### src/hdl/plt_pkg.sv
/*
  plt_pkg: constants, register map and carrier types for the programmable logic tile.
  Assumes a single 10 MHz clock domain and a plain address/strobe register port.
*/
package plt_pkg;

  // geometry
  localparam int PLT_SLICES     = 8;
  localparam int PLT_LUT_INPUTS = 4;
  localparam int PLT_LUT_DEPTH  = 16;
  localparam int PLT_GBUFS      = 8;
  localparam int PLT_ADDR_W     = 5;
  localparam int PLT_DATA_W     = 16;

  // clock
  localparam int PLT_CLK_HZ     = 10000000;

  // register offsets
  localparam logic [4:0] PLT_LUT_BASE = 5'h00;
  localparam logic [4:0] PLT_OUT_SEL  = 5'h08;
  localparam logic [4:0] PLT_SR_CTRL  = 5'h09;
  localparam logic [4:0] PLT_CLK_SEL  = 5'h0A;
  localparam logic [4:0] PLT_CONFIG   = 5'h0B;
  localparam logic [4:0] PLT_STATUS   = 5'h0C;

  // field positions
  localparam int PLT_SR_USED_BIT   = 0;
  localparam int PLT_SR_SYNC_BIT   = 1;
  localparam int PLT_SET_VAL_LSB   = 8;
  localparam int PLT_CLK_FAB_BIT   = 3;
  localparam int PLT_CFG_ACT_BIT   = 0;
  localparam int PLT_STAT_CARRY    = 8;
  localparam int PLT_STAT_CFG      = 9;

  // reset values
  localparam logic [15:0] PLT_LUT_RST     = 16'h0000;
  localparam logic [7:0]  PLT_OUT_SEL_RST = 8'h00;
  localparam logic [1:0]  PLT_SR_CTL_RST  = 2'h0;
  localparam logic [7:0]  PLT_SET_VAL_RST = 8'h00;
  localparam logic [3:0]  PLT_CLK_SEL_RST = 4'h8;
  localparam logic        PLT_CFG_ACT_RST = 1'b1;
  localparam logic        PLT_FLOP_WAKE   = 1'b0;

  // timing counts
  localparam logic [1:0]  PLT_WAKE_HOLD_CYC = 2'h2;

  // per-slice configuration
  typedef struct packed {
    logic [15:0] table_bits;
    logic        out_reg;
    logic        set_value;
  } plt_slice_cfg_t;

  // tile-wide control shared by every slice
  typedef struct packed {
    logic tick;
    logic ce;
    logic sr_async;
    logic sr_sync;
    logic global_rst;
  } plt_ctrl_t;

endpackage : plt_pkg

### src/hdl/plt_logic_slice.sv
/*
  plt_logic_slice: one logic slice - four-input table, storage flop, carry logic, output select.
  Assumes tile-wide control arrives already resolved and in the clk_in domain.
*/
`timescale 1ns/1ps
module plt_logic_slice
  import plt_pkg::*;
(
  // clock and reset
  input  wire logic                      clk_in,
  input  wire logic                      sys_rst_in,
  // configuration and shared control
  input  wire plt_slice_cfg_t            cfg_in,
  input  wire plt_ctrl_t                 ctrl_in,
  // data
  input  wire logic [PLT_LUT_INPUTS-1:0] table_in,
  input  wire logic                      carry_in,
  output logic                           data_out,
  output logic                           carry_out,
  output logic                           stored_out
);

  logic table_result;
  logic slice_storage_flop;

  // sixteen-entry one-bit read-only table addressed by the four inputs
  assign table_result = cfg_in.table_bits[table_in];

  // carry from inputs 1 and 2 with the chained carry
  assign carry_out = (table_in[1] & table_in[2]) | ((table_in[1] | table_in[2]) & carry_in);

  always_ff @(posedge clk_in or posedge sys_rst_in) begin
    if (sys_rst_in) begin
      slice_storage_flop <= PLT_FLOP_WAKE;
    end else if (ctrl_in.global_rst) begin
      slice_storage_flop <= PLT_FLOP_WAKE;
    end else if (ctrl_in.sr_async) begin
      slice_storage_flop <= cfg_in.set_value;
    end else if (ctrl_in.tick && ctrl_in.sr_sync) begin
      slice_storage_flop <= cfg_in.set_value;
    end else if (ctrl_in.tick && ctrl_in.ce) begin
      slice_storage_flop <= table_result;
    end
  end

  assign data_out   = cfg_in.out_reg ? slice_storage_flop : table_result;
  assign stored_out = slice_storage_flop;

endmodule : plt_logic_slice

### src/hdl/plt_logic_tile.sv
/*
  plt_logic_tile: a logic tile of eight slices with shared clock select, clock enable,
  set/reset, global wake-up reset, carry chain and a configuration register port.
  Assumes fabric and neighbour signals are in the clk_in domain; global buffer pins are not.
*/
// Our own choices: strobed register access and the placing of the registers.
// Summary of operation
// - the tile holds exactly eight slices joined inside the tile
// - each slice has one four-input table and one storage flop
// - the table gives any function of up to four inputs, combinationally
// - the table acts as a sixteen-by-one read-only memory addressed by inputs
// - each flop is D-type with optional clock enable and set/reset
// - every flop is cleared by global reset right after configuration
// - each slice has carry logic; carry enters and leaves the tile
// - one tile clock enable gates all eight flops together
// - one tile set/reset, chosen asynchronous or synchronous, serves every slice
// - tile clock comes from one of eight global buffers or fabric
// - each slice output selects table result or stored flop value
// - with set/reset unused a flop is only cleared after configuration
// - global reset holds through configuration, forcing flops to reset value
`timescale 1ns/1ps
module plt_logic_tile
  import plt_pkg::*;
#(
  parameter int NUM_SLICES = PLT_SLICES
)(
  // clock and reset
  input  wire logic                             clk_in,
  input  wire logic                             sys_rst_in,
  // register port
  input  wire logic [PLT_ADDR_W-1:0]            reg_addr_in,
  input  wire logic [PLT_DATA_W-1:0]            reg_wdata_in,
  input  wire logic                             reg_wr_in,
  input  wire logic                             reg_rd_in,
  output logic      [PLT_DATA_W-1:0]            reg_rdata_out,
  // fabric side controls and clocks
  input  wire logic [PLT_GBUFS-1:0]             global_clock_buffer_in,
  input  wire logic                             fabric_clk_in,
  input  wire logic                             tile_ce_in,
  input  wire logic                             tile_sr_in,
  // slice data and carry chain
  input  wire logic [NUM_SLICES*PLT_LUT_INPUTS-1:0] table_in,
  input  wire logic                             carry_chain_in_in,
  output logic      [NUM_SLICES-1:0]            slice_data_out,
  output logic                                  carry_chain_out_out
);

  // register map and status word are laid out for eight slices
  if (NUM_SLICES != PLT_SLICES) begin : gen_bad_slices
    $error("plt_logic_tile: NUM_SLICES must be eight");
  end

  // configuration state
  logic [PLT_LUT_DEPTH-1:0] table_bits [NUM_SLICES];
  logic [NUM_SLICES-1:0]    out_sel;
  logic [NUM_SLICES-1:0]    set_value;
  logic                     sr_used;
  logic                     sr_sync_mode;
  logic [3:0]               clk_sel;
  logic                     cfg_active;
  logic [1:0]               wake_cnt;
  logic                     global_rst;

  // clock source tracking
  logic [PLT_GBUFS-1:0]     global_clock_buffer_meta;
  logic [PLT_GBUFS-1:0]     global_clock_buffer_sync;
  logic                     clk_src;
  logic                     clk_src_d;

  // slice interconnect
  plt_ctrl_t                ctrl;
  plt_slice_cfg_t           slice_cfg [NUM_SLICES];
  logic [NUM_SLICES:0]      carry;
  logic [NUM_SLICES-1:0]    slice_data;
  logic [NUM_SLICES-1:0]    slice_stored;

  // ---------------- register writes ----------------

  always_ff @(posedge clk_in or posedge sys_rst_in) begin
    if (sys_rst_in) begin
      for (int i = 0; i < NUM_SLICES; i++) begin
        table_bits[i] <= PLT_LUT_RST;
      end
    end else if (reg_wr_in && reg_addr_in < PLT_OUT_SEL) begin
      table_bits[reg_addr_in[2:0]] <= reg_wdata_in;
    end
  end

  always_ff @(posedge clk_in or posedge sys_rst_in) begin
    if (sys_rst_in) begin
      out_sel <= PLT_OUT_SEL_RST;
    end else if (reg_wr_in && reg_addr_in == PLT_OUT_SEL) begin
      out_sel <= reg_wdata_in[NUM_SLICES-1:0];
    end
  end

  always_ff @(posedge clk_in or posedge sys_rst_in) begin
    if (sys_rst_in) begin
      sr_used      <= PLT_SR_CTL_RST[PLT_SR_USED_BIT];
      sr_sync_mode <= PLT_SR_CTL_RST[PLT_SR_SYNC_BIT];
      set_value    <= PLT_SET_VAL_RST;
    end else if (reg_wr_in && reg_addr_in == PLT_SR_CTRL) begin
      sr_used      <= reg_wdata_in[PLT_SR_USED_BIT];
      sr_sync_mode <= reg_wdata_in[PLT_SR_SYNC_BIT];
      set_value    <= reg_wdata_in[PLT_SET_VAL_LSB +: NUM_SLICES];
    end
  end

  always_ff @(posedge clk_in or posedge sys_rst_in) begin
    if (sys_rst_in) begin
      clk_sel <= PLT_CLK_SEL_RST;
    end else if (reg_wr_in && reg_addr_in == PLT_CLK_SEL) begin
      clk_sel <= reg_wdata_in[3:0];
    end
  end

  // configuration phase and the wake-up clear that follows it
  always_ff @(posedge clk_in or posedge sys_rst_in) begin
    if (sys_rst_in) begin
      cfg_active <= PLT_CFG_ACT_RST;
    end else if (reg_wr_in && reg_addr_in == PLT_CONFIG) begin
      cfg_active <= reg_wdata_in[PLT_CFG_ACT_BIT];
    end
  end

  always_ff @(posedge clk_in or posedge sys_rst_in) begin
    if (sys_rst_in) begin
      wake_cnt <= 2'h0;
    end else if (cfg_active) begin
      wake_cnt <= PLT_WAKE_HOLD_CYC;
    end else if (wake_cnt != 2'h0) begin
      wake_cnt <= wake_cnt - 2'h1;
    end
  end

  // held for all of configuration and a short tail after it
  assign global_rst = cfg_active | (wake_cnt != 2'h0);

  // ---------------- clock selection ----------------

  always_ff @(posedge clk_in or posedge sys_rst_in) begin
    if (sys_rst_in) begin
      global_clock_buffer_meta <= '0;
      global_clock_buffer_sync <= '0;
    end else begin
      global_clock_buffer_meta <= global_clock_buffer_in;
      global_clock_buffer_sync <= global_clock_buffer_meta;
    end
  end

  // fabric when the top select bit is set, else buffer 0..7
  assign clk_src = clk_sel[PLT_CLK_FAB_BIT] ? fabric_clk_in : global_clock_buffer_sync[clk_sel[2:0]];

  always_ff @(posedge clk_in or posedge sys_rst_in) begin
    if (sys_rst_in) begin
      clk_src_d <= 1'b0;
    end else begin
      clk_src_d <= clk_src;
    end
  end

  // ---------------- shared control ----------------

  always_comb begin
    ctrl.tick       = clk_src & ~clk_src_d;
    ctrl.ce         = tile_ce_in;
    ctrl.sr_async   = sr_used & ~sr_sync_mode & tile_sr_in;
    ctrl.sr_sync    = sr_used & sr_sync_mode & tile_sr_in;
    ctrl.global_rst = global_rst;
  end

  // ---------------- slices and carry chain ----------------

  assign carry[0] = carry_chain_in_in;

  for (genvar g = 0; g < NUM_SLICES; g++) begin : gen_slice
    assign slice_cfg[g] = '{table_bits: table_bits[g], out_reg: out_sel[g], set_value: set_value[g]};

    plt_logic_slice u_logic_slice (
      .clk_in     (clk_in),
      .sys_rst_in (sys_rst_in),
      .cfg_in     (slice_cfg[g]),
      .ctrl_in    (ctrl),
      .table_in   (table_in[g*PLT_LUT_INPUTS +: PLT_LUT_INPUTS]),
      .carry_in   (carry[g]),
      .data_out   (slice_data[g]),
      .carry_out  (carry[g+1]),
      .stored_out (slice_stored[g])
    );
  end

  // ---------------- registered outputs ----------------

  always_ff @(posedge clk_in or posedge sys_rst_in) begin
    if (sys_rst_in) begin
      slice_data_out      <= '0;
      carry_chain_out_out <= 1'b0;
    end else begin
      slice_data_out      <= slice_data;
      carry_chain_out_out <= carry[NUM_SLICES];
    end
  end

  // ---------------- register reads ----------------

  always_ff @(posedge clk_in or posedge sys_rst_in) begin
    if (sys_rst_in) begin
      reg_rdata_out <= '0;
    end else if (!reg_rd_in) begin
      reg_rdata_out <= '0;
    end else if (reg_addr_in < PLT_OUT_SEL) begin
      reg_rdata_out <= table_bits[reg_addr_in[2:0]];
    end else if (reg_addr_in == PLT_OUT_SEL) begin
      reg_rdata_out <= {8'h00, out_sel};
    end else if (reg_addr_in == PLT_SR_CTRL) begin
      reg_rdata_out <= {set_value, 6'h00, sr_sync_mode, sr_used};
    end else if (reg_addr_in == PLT_CLK_SEL) begin
      reg_rdata_out <= {12'h000, clk_sel};
    end else if (reg_addr_in == PLT_CONFIG) begin
      reg_rdata_out <= {15'h0000, cfg_active};
    end else if (reg_addr_in == PLT_STATUS) begin
      reg_rdata_out <= {6'h00, cfg_active, carry[NUM_SLICES], slice_stored};
    end else begin
      reg_rdata_out <= '0;
    end
  end

endmodule : plt_logic_tile

### config.mk
export PLATFORM = sky130hd
export DESIGN_NAME = plt_logic_tile
export DESIGN_NICKNAME = d
export VERILOG_FILES = /design/src/hdl/plt_pkg.sv /design/src/hdl/plt_logic_slice.sv /design/src/hdl/plt_logic_tile.sv
export SDC_FILE = /design/constraint.sdc
export NUM_CORES = 1
export LEC_CHECK = 0
export CAP_MARGIN = 5
export CORE_MARGIN = 3
export CORE_UTILIZATION = 58
export CTS_CLUSTER_SIZE = 24
export DETAILED_ROUTE_END_ITERATION = 7
export DONT_BUFFER_PORTS = 1
export GPL_TIMING_DRIVEN = 0
export PLACE_DENSITY = 0.76
export SLEW_MARGIN = 20
export SYNTH_ARGS = -nofsm -noshare
export SYNTH_HDL_FRONTEND = slang
export SYNTH_HIERARCHICAL = 1
export SYNTH_SLANG_ARGS = --single-unit
### constraint.sdc
create_clock -name clk_in -period 5.9 [get_ports clk_in]
set_input_delay 0.59 -clock clk_in [delete_from_list [all_inputs] [get_ports clk_in]]
set_output_delay 0.59 -clock clk_in [all_outputs]
set_load 0.005 [all_outputs]
; Yosys cells after proc, flatten, opt, wreduce, memory -nomap -nowiden
; Cells that the tools add are included.
[totals]
in_bits = 69
register_bits = 203
[classes]
bitwise_logic = 41
n_eq_ne = 5
order_cmp = 12
n_reduce_logical = 11
mux = 74
add_sub_neg = 1
[ops]
columns = cell, n
row1 = 128-bit bitwise mux, 1
row2 = 16-bit two-way mux, 7
row3 = 1-bit two-way mux, 50
row4 = 16-bit binary-select mux with 3-bit select, 1
row5 = 16-bit demux with 3-bit select, 1
row6 = 4-bit by 5-bit less-than comparator with 1-bit output (second input constant), 8
row7 = 1-bit binary-select mux with 4-bit select, 8
row8 = 10-bit two-way mux, 3
row9 = 5-bit by 4-bit equality test with 1-bit output (second input constant), 5
row10 = 1-bit bitwise AND, 21
row11 = 1-bit OR, 17
row12 = 1-bit logical AND, 8
row13 = 5-bit by 4-bit less-than comparator with 1-bit output (second input constant), 1
row14 = 4-bit greater-or-equal comparator (second input constant), 1
row15 = 3-bit by 4-bit less-than comparator with 1-bit output (second input constant), 1
row16 = 4-bit by 1-bit less-than comparator with 1-bit output (second input constant), 1
row17 = 2-bit two-way mux, 2
row18 = 3-bit NOT with 4-bit output, 1
row19 = 2-bit nonzero test, 2
row20 = 4-bit nonzero test, 1
row21 = 1-bit binary-select mux with 3-bit select, 1
row22 = 1-bit NOT, 2
row23 = 2-bit by 1-bit subtractor with 2-bit output (second input constant), 1

; Longest topological paths before layout
[depth]
depth_word = 24
depth_mapped = 10
depth_no_buf = 10

; Modules after synthesis
; Netlist, hierarchy kept.
[modules_own_cells]
columns = mod, cells_per_inst, area_per_inst_um2, seq_area_each_um2, instances
row1 = plt_logic_tile, 554, 8330.5, 4882.2, 1
row2 = plt_logic_slice, 25, 262.8, 25.0, 8

; Least setup slack after synthesis
; No wires, ideal clock.
[synth_timing]
path_type = input port to flip-flop
startpoint = input port table_in[2]
endpoint = register reg_rdata_out[8]
slack_ns = 1.891
n_path_buf = 0
stages = 10
t_arrival_ns = 3.883
cell_sequence = maj3_1 -> maj3_1 -> maj3_1 -> maj3_1 -> maj3_1 -> maj3_1 -> maj3_1 -> maj3_1 -> a22o_1 -> a221o_1
[synth_via]
elab_chain_cells = 24
[synth_lines]
columns = item, line
row1 = "start, declared", plt_logic_tile.sv:42  ; input wire logic [NUM_SLICES*PLT_LUT_INPUTS-1:0] table_in,
row2 = 1-bit OR, plt_logic_slice.sv:30  ; assign carry_out = (table_in[1] & table_in[2]) | ((table_in[1] | table_in[2]) & carry_in);
row3 = 1-bit bitwise AND, plt_logic_slice.sv:30
row4 = 1-bit OR (*), plt_logic_slice.sv:30
row5 = 1-bit bitwise AND (*), plt_logic_slice.sv:30
row6 = 1-bit OR (*), plt_logic_slice.sv:30
row7 = net carry[2], plt_logic_tile.sv:73  ; logic [NUM_SLICES:0] carry;
row8 = 1-bit bitwise AND (*), plt_logic_slice.sv:30
row9 = 1-bit OR (*), plt_logic_slice.sv:30
row10 = net carry[3], plt_logic_tile.sv:73
row11 = [... 2 more ...], -
row12 = net carry[4], plt_logic_tile.sv:73
row13 = [... 2 more ...], -
row14 = net carry[5], plt_logic_tile.sv:73
row15 = [... 2 more ...], -
row16 = net carry[6], plt_logic_tile.sv:73
row17 = [... 2 more ...], -
row18 = net carry[7], plt_logic_tile.sv:73
row19 = [... 2 more ...], -
row20 = net carry[8], plt_logic_tile.sv:73
row21 = 10-bit two-way mux (*), plt_logic_tile.sv:221  ; end else if (reg_addr_in == PLT_STATUS) begin
row22 = 10-bit two-way mux (*), plt_logic_tile.sv:219  ; end else if (reg_addr_in == PLT_CONFIG) begin
row23 = 10-bit two-way mux (*), plt_logic_tile.sv:217  ; end else if (reg_addr_in == PLT_CLK_SEL) begin
row24 = 16-bit two-way mux (*), plt_logic_tile.sv:215  ; end else if (reg_addr_in == PLT_SR_CTRL) begin
row25 = 16-bit two-way mux (*), plt_logic_tile.sv:213  ; end else if (reg_addr_in == PLT_OUT_SEL) begin
row26 = 16-bit two-way mux (*), plt_logic_tile.sv:211  ; end else if (reg_addr_in < PLT_OUT_SEL) begin
row27 = 16-bit two-way mux (*), plt_logic_tile.sv:209  ; end else if (!reg_rd_in) begin
row28 = "end signal, assigned", plt_logic_tile.sv:212  ; reg_rdata_out <= table_bits[reg_addr_in[2:0]];
row29 = "end signal, assigned", plt_logic_tile.sv:214  ; reg_rdata_out <= {8'h00, out_sel};
row30 = "end signal, assigned", plt_logic_tile.sv:216  ; reg_rdata_out <= {set_value, 6'h00, sr_sync_mode, sr_used};
row31 = "end, declared", plt_logic_tile.sv:35  ; output logic [PLT_DATA_W-1:0] reg_rdata_out,
; Mark *: on every way through the listed nets, which the timed path passes. The rest lies on a longest branch.
; A chain may end at the register's enable or synchronous reset.

; Worst setup path in the final report
; Same ends and word-level chain as after synthesis.

==> out/results.ini <==
[status]
status=finished clean

[worst_setup_path]
critPathTopFamily=adder cells
crit_fanout=6
critical_path_arrival_ns=4.40
worst_ep_required_time_ns=6.28
cp-end-kind=register
path_common_cell=maj3_1
critical_path_class=in -> reg
critPathSlowestCell=maj3_1
worstSetupPathDepth=10
crit_path_cell_trace=maj3_1, maj3_1, maj3_1, maj3_1, maj3_1, maj3_1, maj3_1, maj3_1, a22o_1, a221o_1
cp_num_buf_inv=0
start_kind=input pin
cpPeakStageDelay_ns=0.45
reg2reg_depth=9

[power_and_ir_drop]
pwr-share-seq_pct=46.7
switchingPower_mw=1.127
p_clk_share_pct=34.2
p_comb_share_pct=19.1
ir_drop_v=0.0002638
p_int_mw=2.857
finalPower_mw=3.983
p_per_area_nw_per_um2=345.0
power.leakage_nw=5.205
switching_share_pct=28.28

[placement]
io_buffers=0
dp.cells=982
place_congestion=0.9745
dpl_worst_slack_ns=1.420
dpl_cell_area_um2=10800
dp_hpwl_mm=23.86

[hold_path]
hold_depth=0
hp-class=in -> reg

[final_layout]
n_fill_cell=1269
final_core_util_pct=66.07
syn2layout_area_growth_pct=10.69
final_layout_size_suffix_gt1_share_pct=38.27
multi_input_comb_area_um2=5031
post-route-cell-area_um2=11550
fin_cells=1023
final_net_count=852
seq_area_um2=5082

[logic_synthesis]
synth_area_leaders=dfrtp_1 (48%), mux2_2 (19%), mux4_1 (6.0%)
yosys.area.top_type_share_pct=48.21
synth_top_area_cell=dfrtp_1
yosysSeqAreaShare_pct=48.72
synth_edf_count=0
avgSynthCellArea_um2=13.84
yosysWarnings=6
synth_ff_type=dfrtp_1
synth_cell_types=60
synth_fp_nets=824
async_flop_share_pct=100.0
syn_inst=754
synth.cell_area_um2=10430
ys_ff_latch=203

[drt]
ant_nets=0
wl_per_cell_um=31.00
drt_iter0_drc=801
firstDrtPassIters=6
via_count=7213
viasPerCell=7.051
wl_mm=31.71
post-route-drc-count=0

[clocking]
postCtsSetupBuffers=0
root_buffer=clkbuf_16
cts_tree=built
cts_max_path_buffers=3
htree_levels=1
clk_pin_slew_ns=0.06
cts_sinks=203
numCtsBuffers=22
clk_latency_ns=0.50
cts-resized-gates=0

[global_route]
grt_pass1_wl_mm=48.14
grtUsageMet3_pct=12.33
grt_usage_pct=32.89
antenna_found_initial=3
grtUsageMet2_pct=50.06
grt_max_degree=77
gr-total-overflow=0
grt_pass1_vias=7454
met1_usage_pct=43.96
busiest_layer=met2

[sta]
worst_pin_slew_ns=0.9066
fin_ws_ns=1.880
setup_viol=0
fmax_ghz=0.2487
slew_viol_final=0
finalHoldViolations=0
rsz0062_at_grt=false
slew_headroom_pct=39.49
period_share_pct=68.14
tns_ns=0
min_period_ns=4.020
whs_ns=0.1100
skew_ns=0.008932

[die]
rows=48
die_h_um=140.1
die_area_um2=19630
core_um2=17480
die_w_um=140.1
boundaryPins=94
start_util_pct=59.69

[run]
timing.max_cap.violations=0

-- power groups by stage --
stage / Clock [mW] / Combinational, mW / Sequential, mW
6_report: 1.36 / 0.760 / 1.86
3_3_place_gp: 0 / 0.703 / 1.85
3_5_place_dp: 0 / 0.744 / 1.87
2_1_floorplan: 0 / 0.574 / 1.77
5_1_grt: 1.44 / 0.817 / 1.88
4_1_cts: 1.37 / 0.751 / 1.85
-- sequential cells by signal, indices dropped and copies added (netlist names) --
signal                              flops
carry_chain_out_out                     1
cfg_active                              1
clk_sel                                 4
clk_src_d                               1
gen_slice.u_logic_slice/stored_out      8
global_clock_buffer_meta                8
global_clock_buffer_sync                8
out_sel                                 8
reg_rdata_out                          16
set_value                               8
slice_cfg                             128
slice_data_out                          8
sr_sync_mode                            1
sr_used                                 1
wake_cnt                                2
-- cell families (layout without fill, tap and decap cells) --
kind of cell / count (synthesis) / in the layout / synth area share, %
AO/OA/AOI/OAI: 114 / 114 / 8.528
XOR/XNOR: 1 / 1 / 0.08397
adder cells (fa/ha/maj): 9 / 9 / 0.8875
buffers and inverters: 62 / 105 / 3.202
flip-flops: 203 / 203 / 48.72
multiplexers: 240 / 240 / 31.72
other: 0 / 1 / 0
AND/OR/NAND/NOR: 125 / 125 / 6.860
-- path summary, 6_finish.rpt --
path / from / end / slack [ns]
min in group asynchronous: sys_rst_in / gen_slice[1].u_logic_slice/stored_out / 0.66
max in group asynchronous: sys_rst_in / slice_cfg[114] / 4.35
hold / removal: global_clock_buffer_in[5] / global_clock_buffer_meta[5] / 0.11
hold reg to reg: global_clock_buffer_meta[6] / global_clock_buffer_sync[6] / 0.34
setup reg to reg: clk_sel[0] / gen_slice[2].u_logic_slice/stored_out / 3.29
setup / recovery: table_in[2] / reg_rdata_out[8] / 1.88
-- cell usage after synthesis (9+ instances only) --
master    count
a21o_1       10
and3_1       12
buf_2        20
dfrtp_1     201
inv_1        20
mux2_2      172
mux2i_1      19
mux4_1       24
mux4_2       24
nand2_1      34
nand2_2      10
nand2b_1     14
nor2_1       11
o21ai_0      11
o22ai_1      15
or3_1         9
-- repair_timing --
action                                  4_1_cts  5_1_grt
endpoints found under the setup margin        0        0
hold buffers                                  1        0
endpoints found under the hold margin        54        0
-- routing by layer --
metal,wire (um),part of all wire [%],vias to the layer above
li1,-,-,2971
met2,14480,46,455
met4,1048,3.3,6
met1,12100,38,3697
met3,4002,13,84
met5,81,0.26,-
-- final cells by class --
class	count	area share [%]
Antenna cell	1	0.02167
Buffer	42	2.243
Tap cell	225	2.438
Multi-Input combinational cell	489	43.57
Timing Repair Buffer	4	0.6610
Inverter	20	0.7151
Clock buffer	32	5.970
Sequential cell	203	44.01
Clock inverter	7	0.3684
-- layout by cell type, fill, tap and decap left out, drive strengths merged, types with 4 or more instances in the layout --
master,synthesis,layout
dfrtp,201,201
mux2,173,173
mux4,48,48
nand2,44,44
clkbuf,8,40
buf,34,37
inv,20,20
mux2i,19,19
o21ai,19,19
o22ai,15,15
nand2b,14,14
and3,12,12
nor2,12,12
a21o,10,10
or3,9,9
nor2b,8,8
a21oi,8,8
or4,8,8
a31o,8,8
a32oi,8,8
o32a,8,8
o211ai,8,8
maj3,8,8
a221o,7,7
nor3b,4,4
a221oi,4,4
clkinv,0,4
a211oi,4,4
Note: power is estimated with default switching activity, not from simulation.
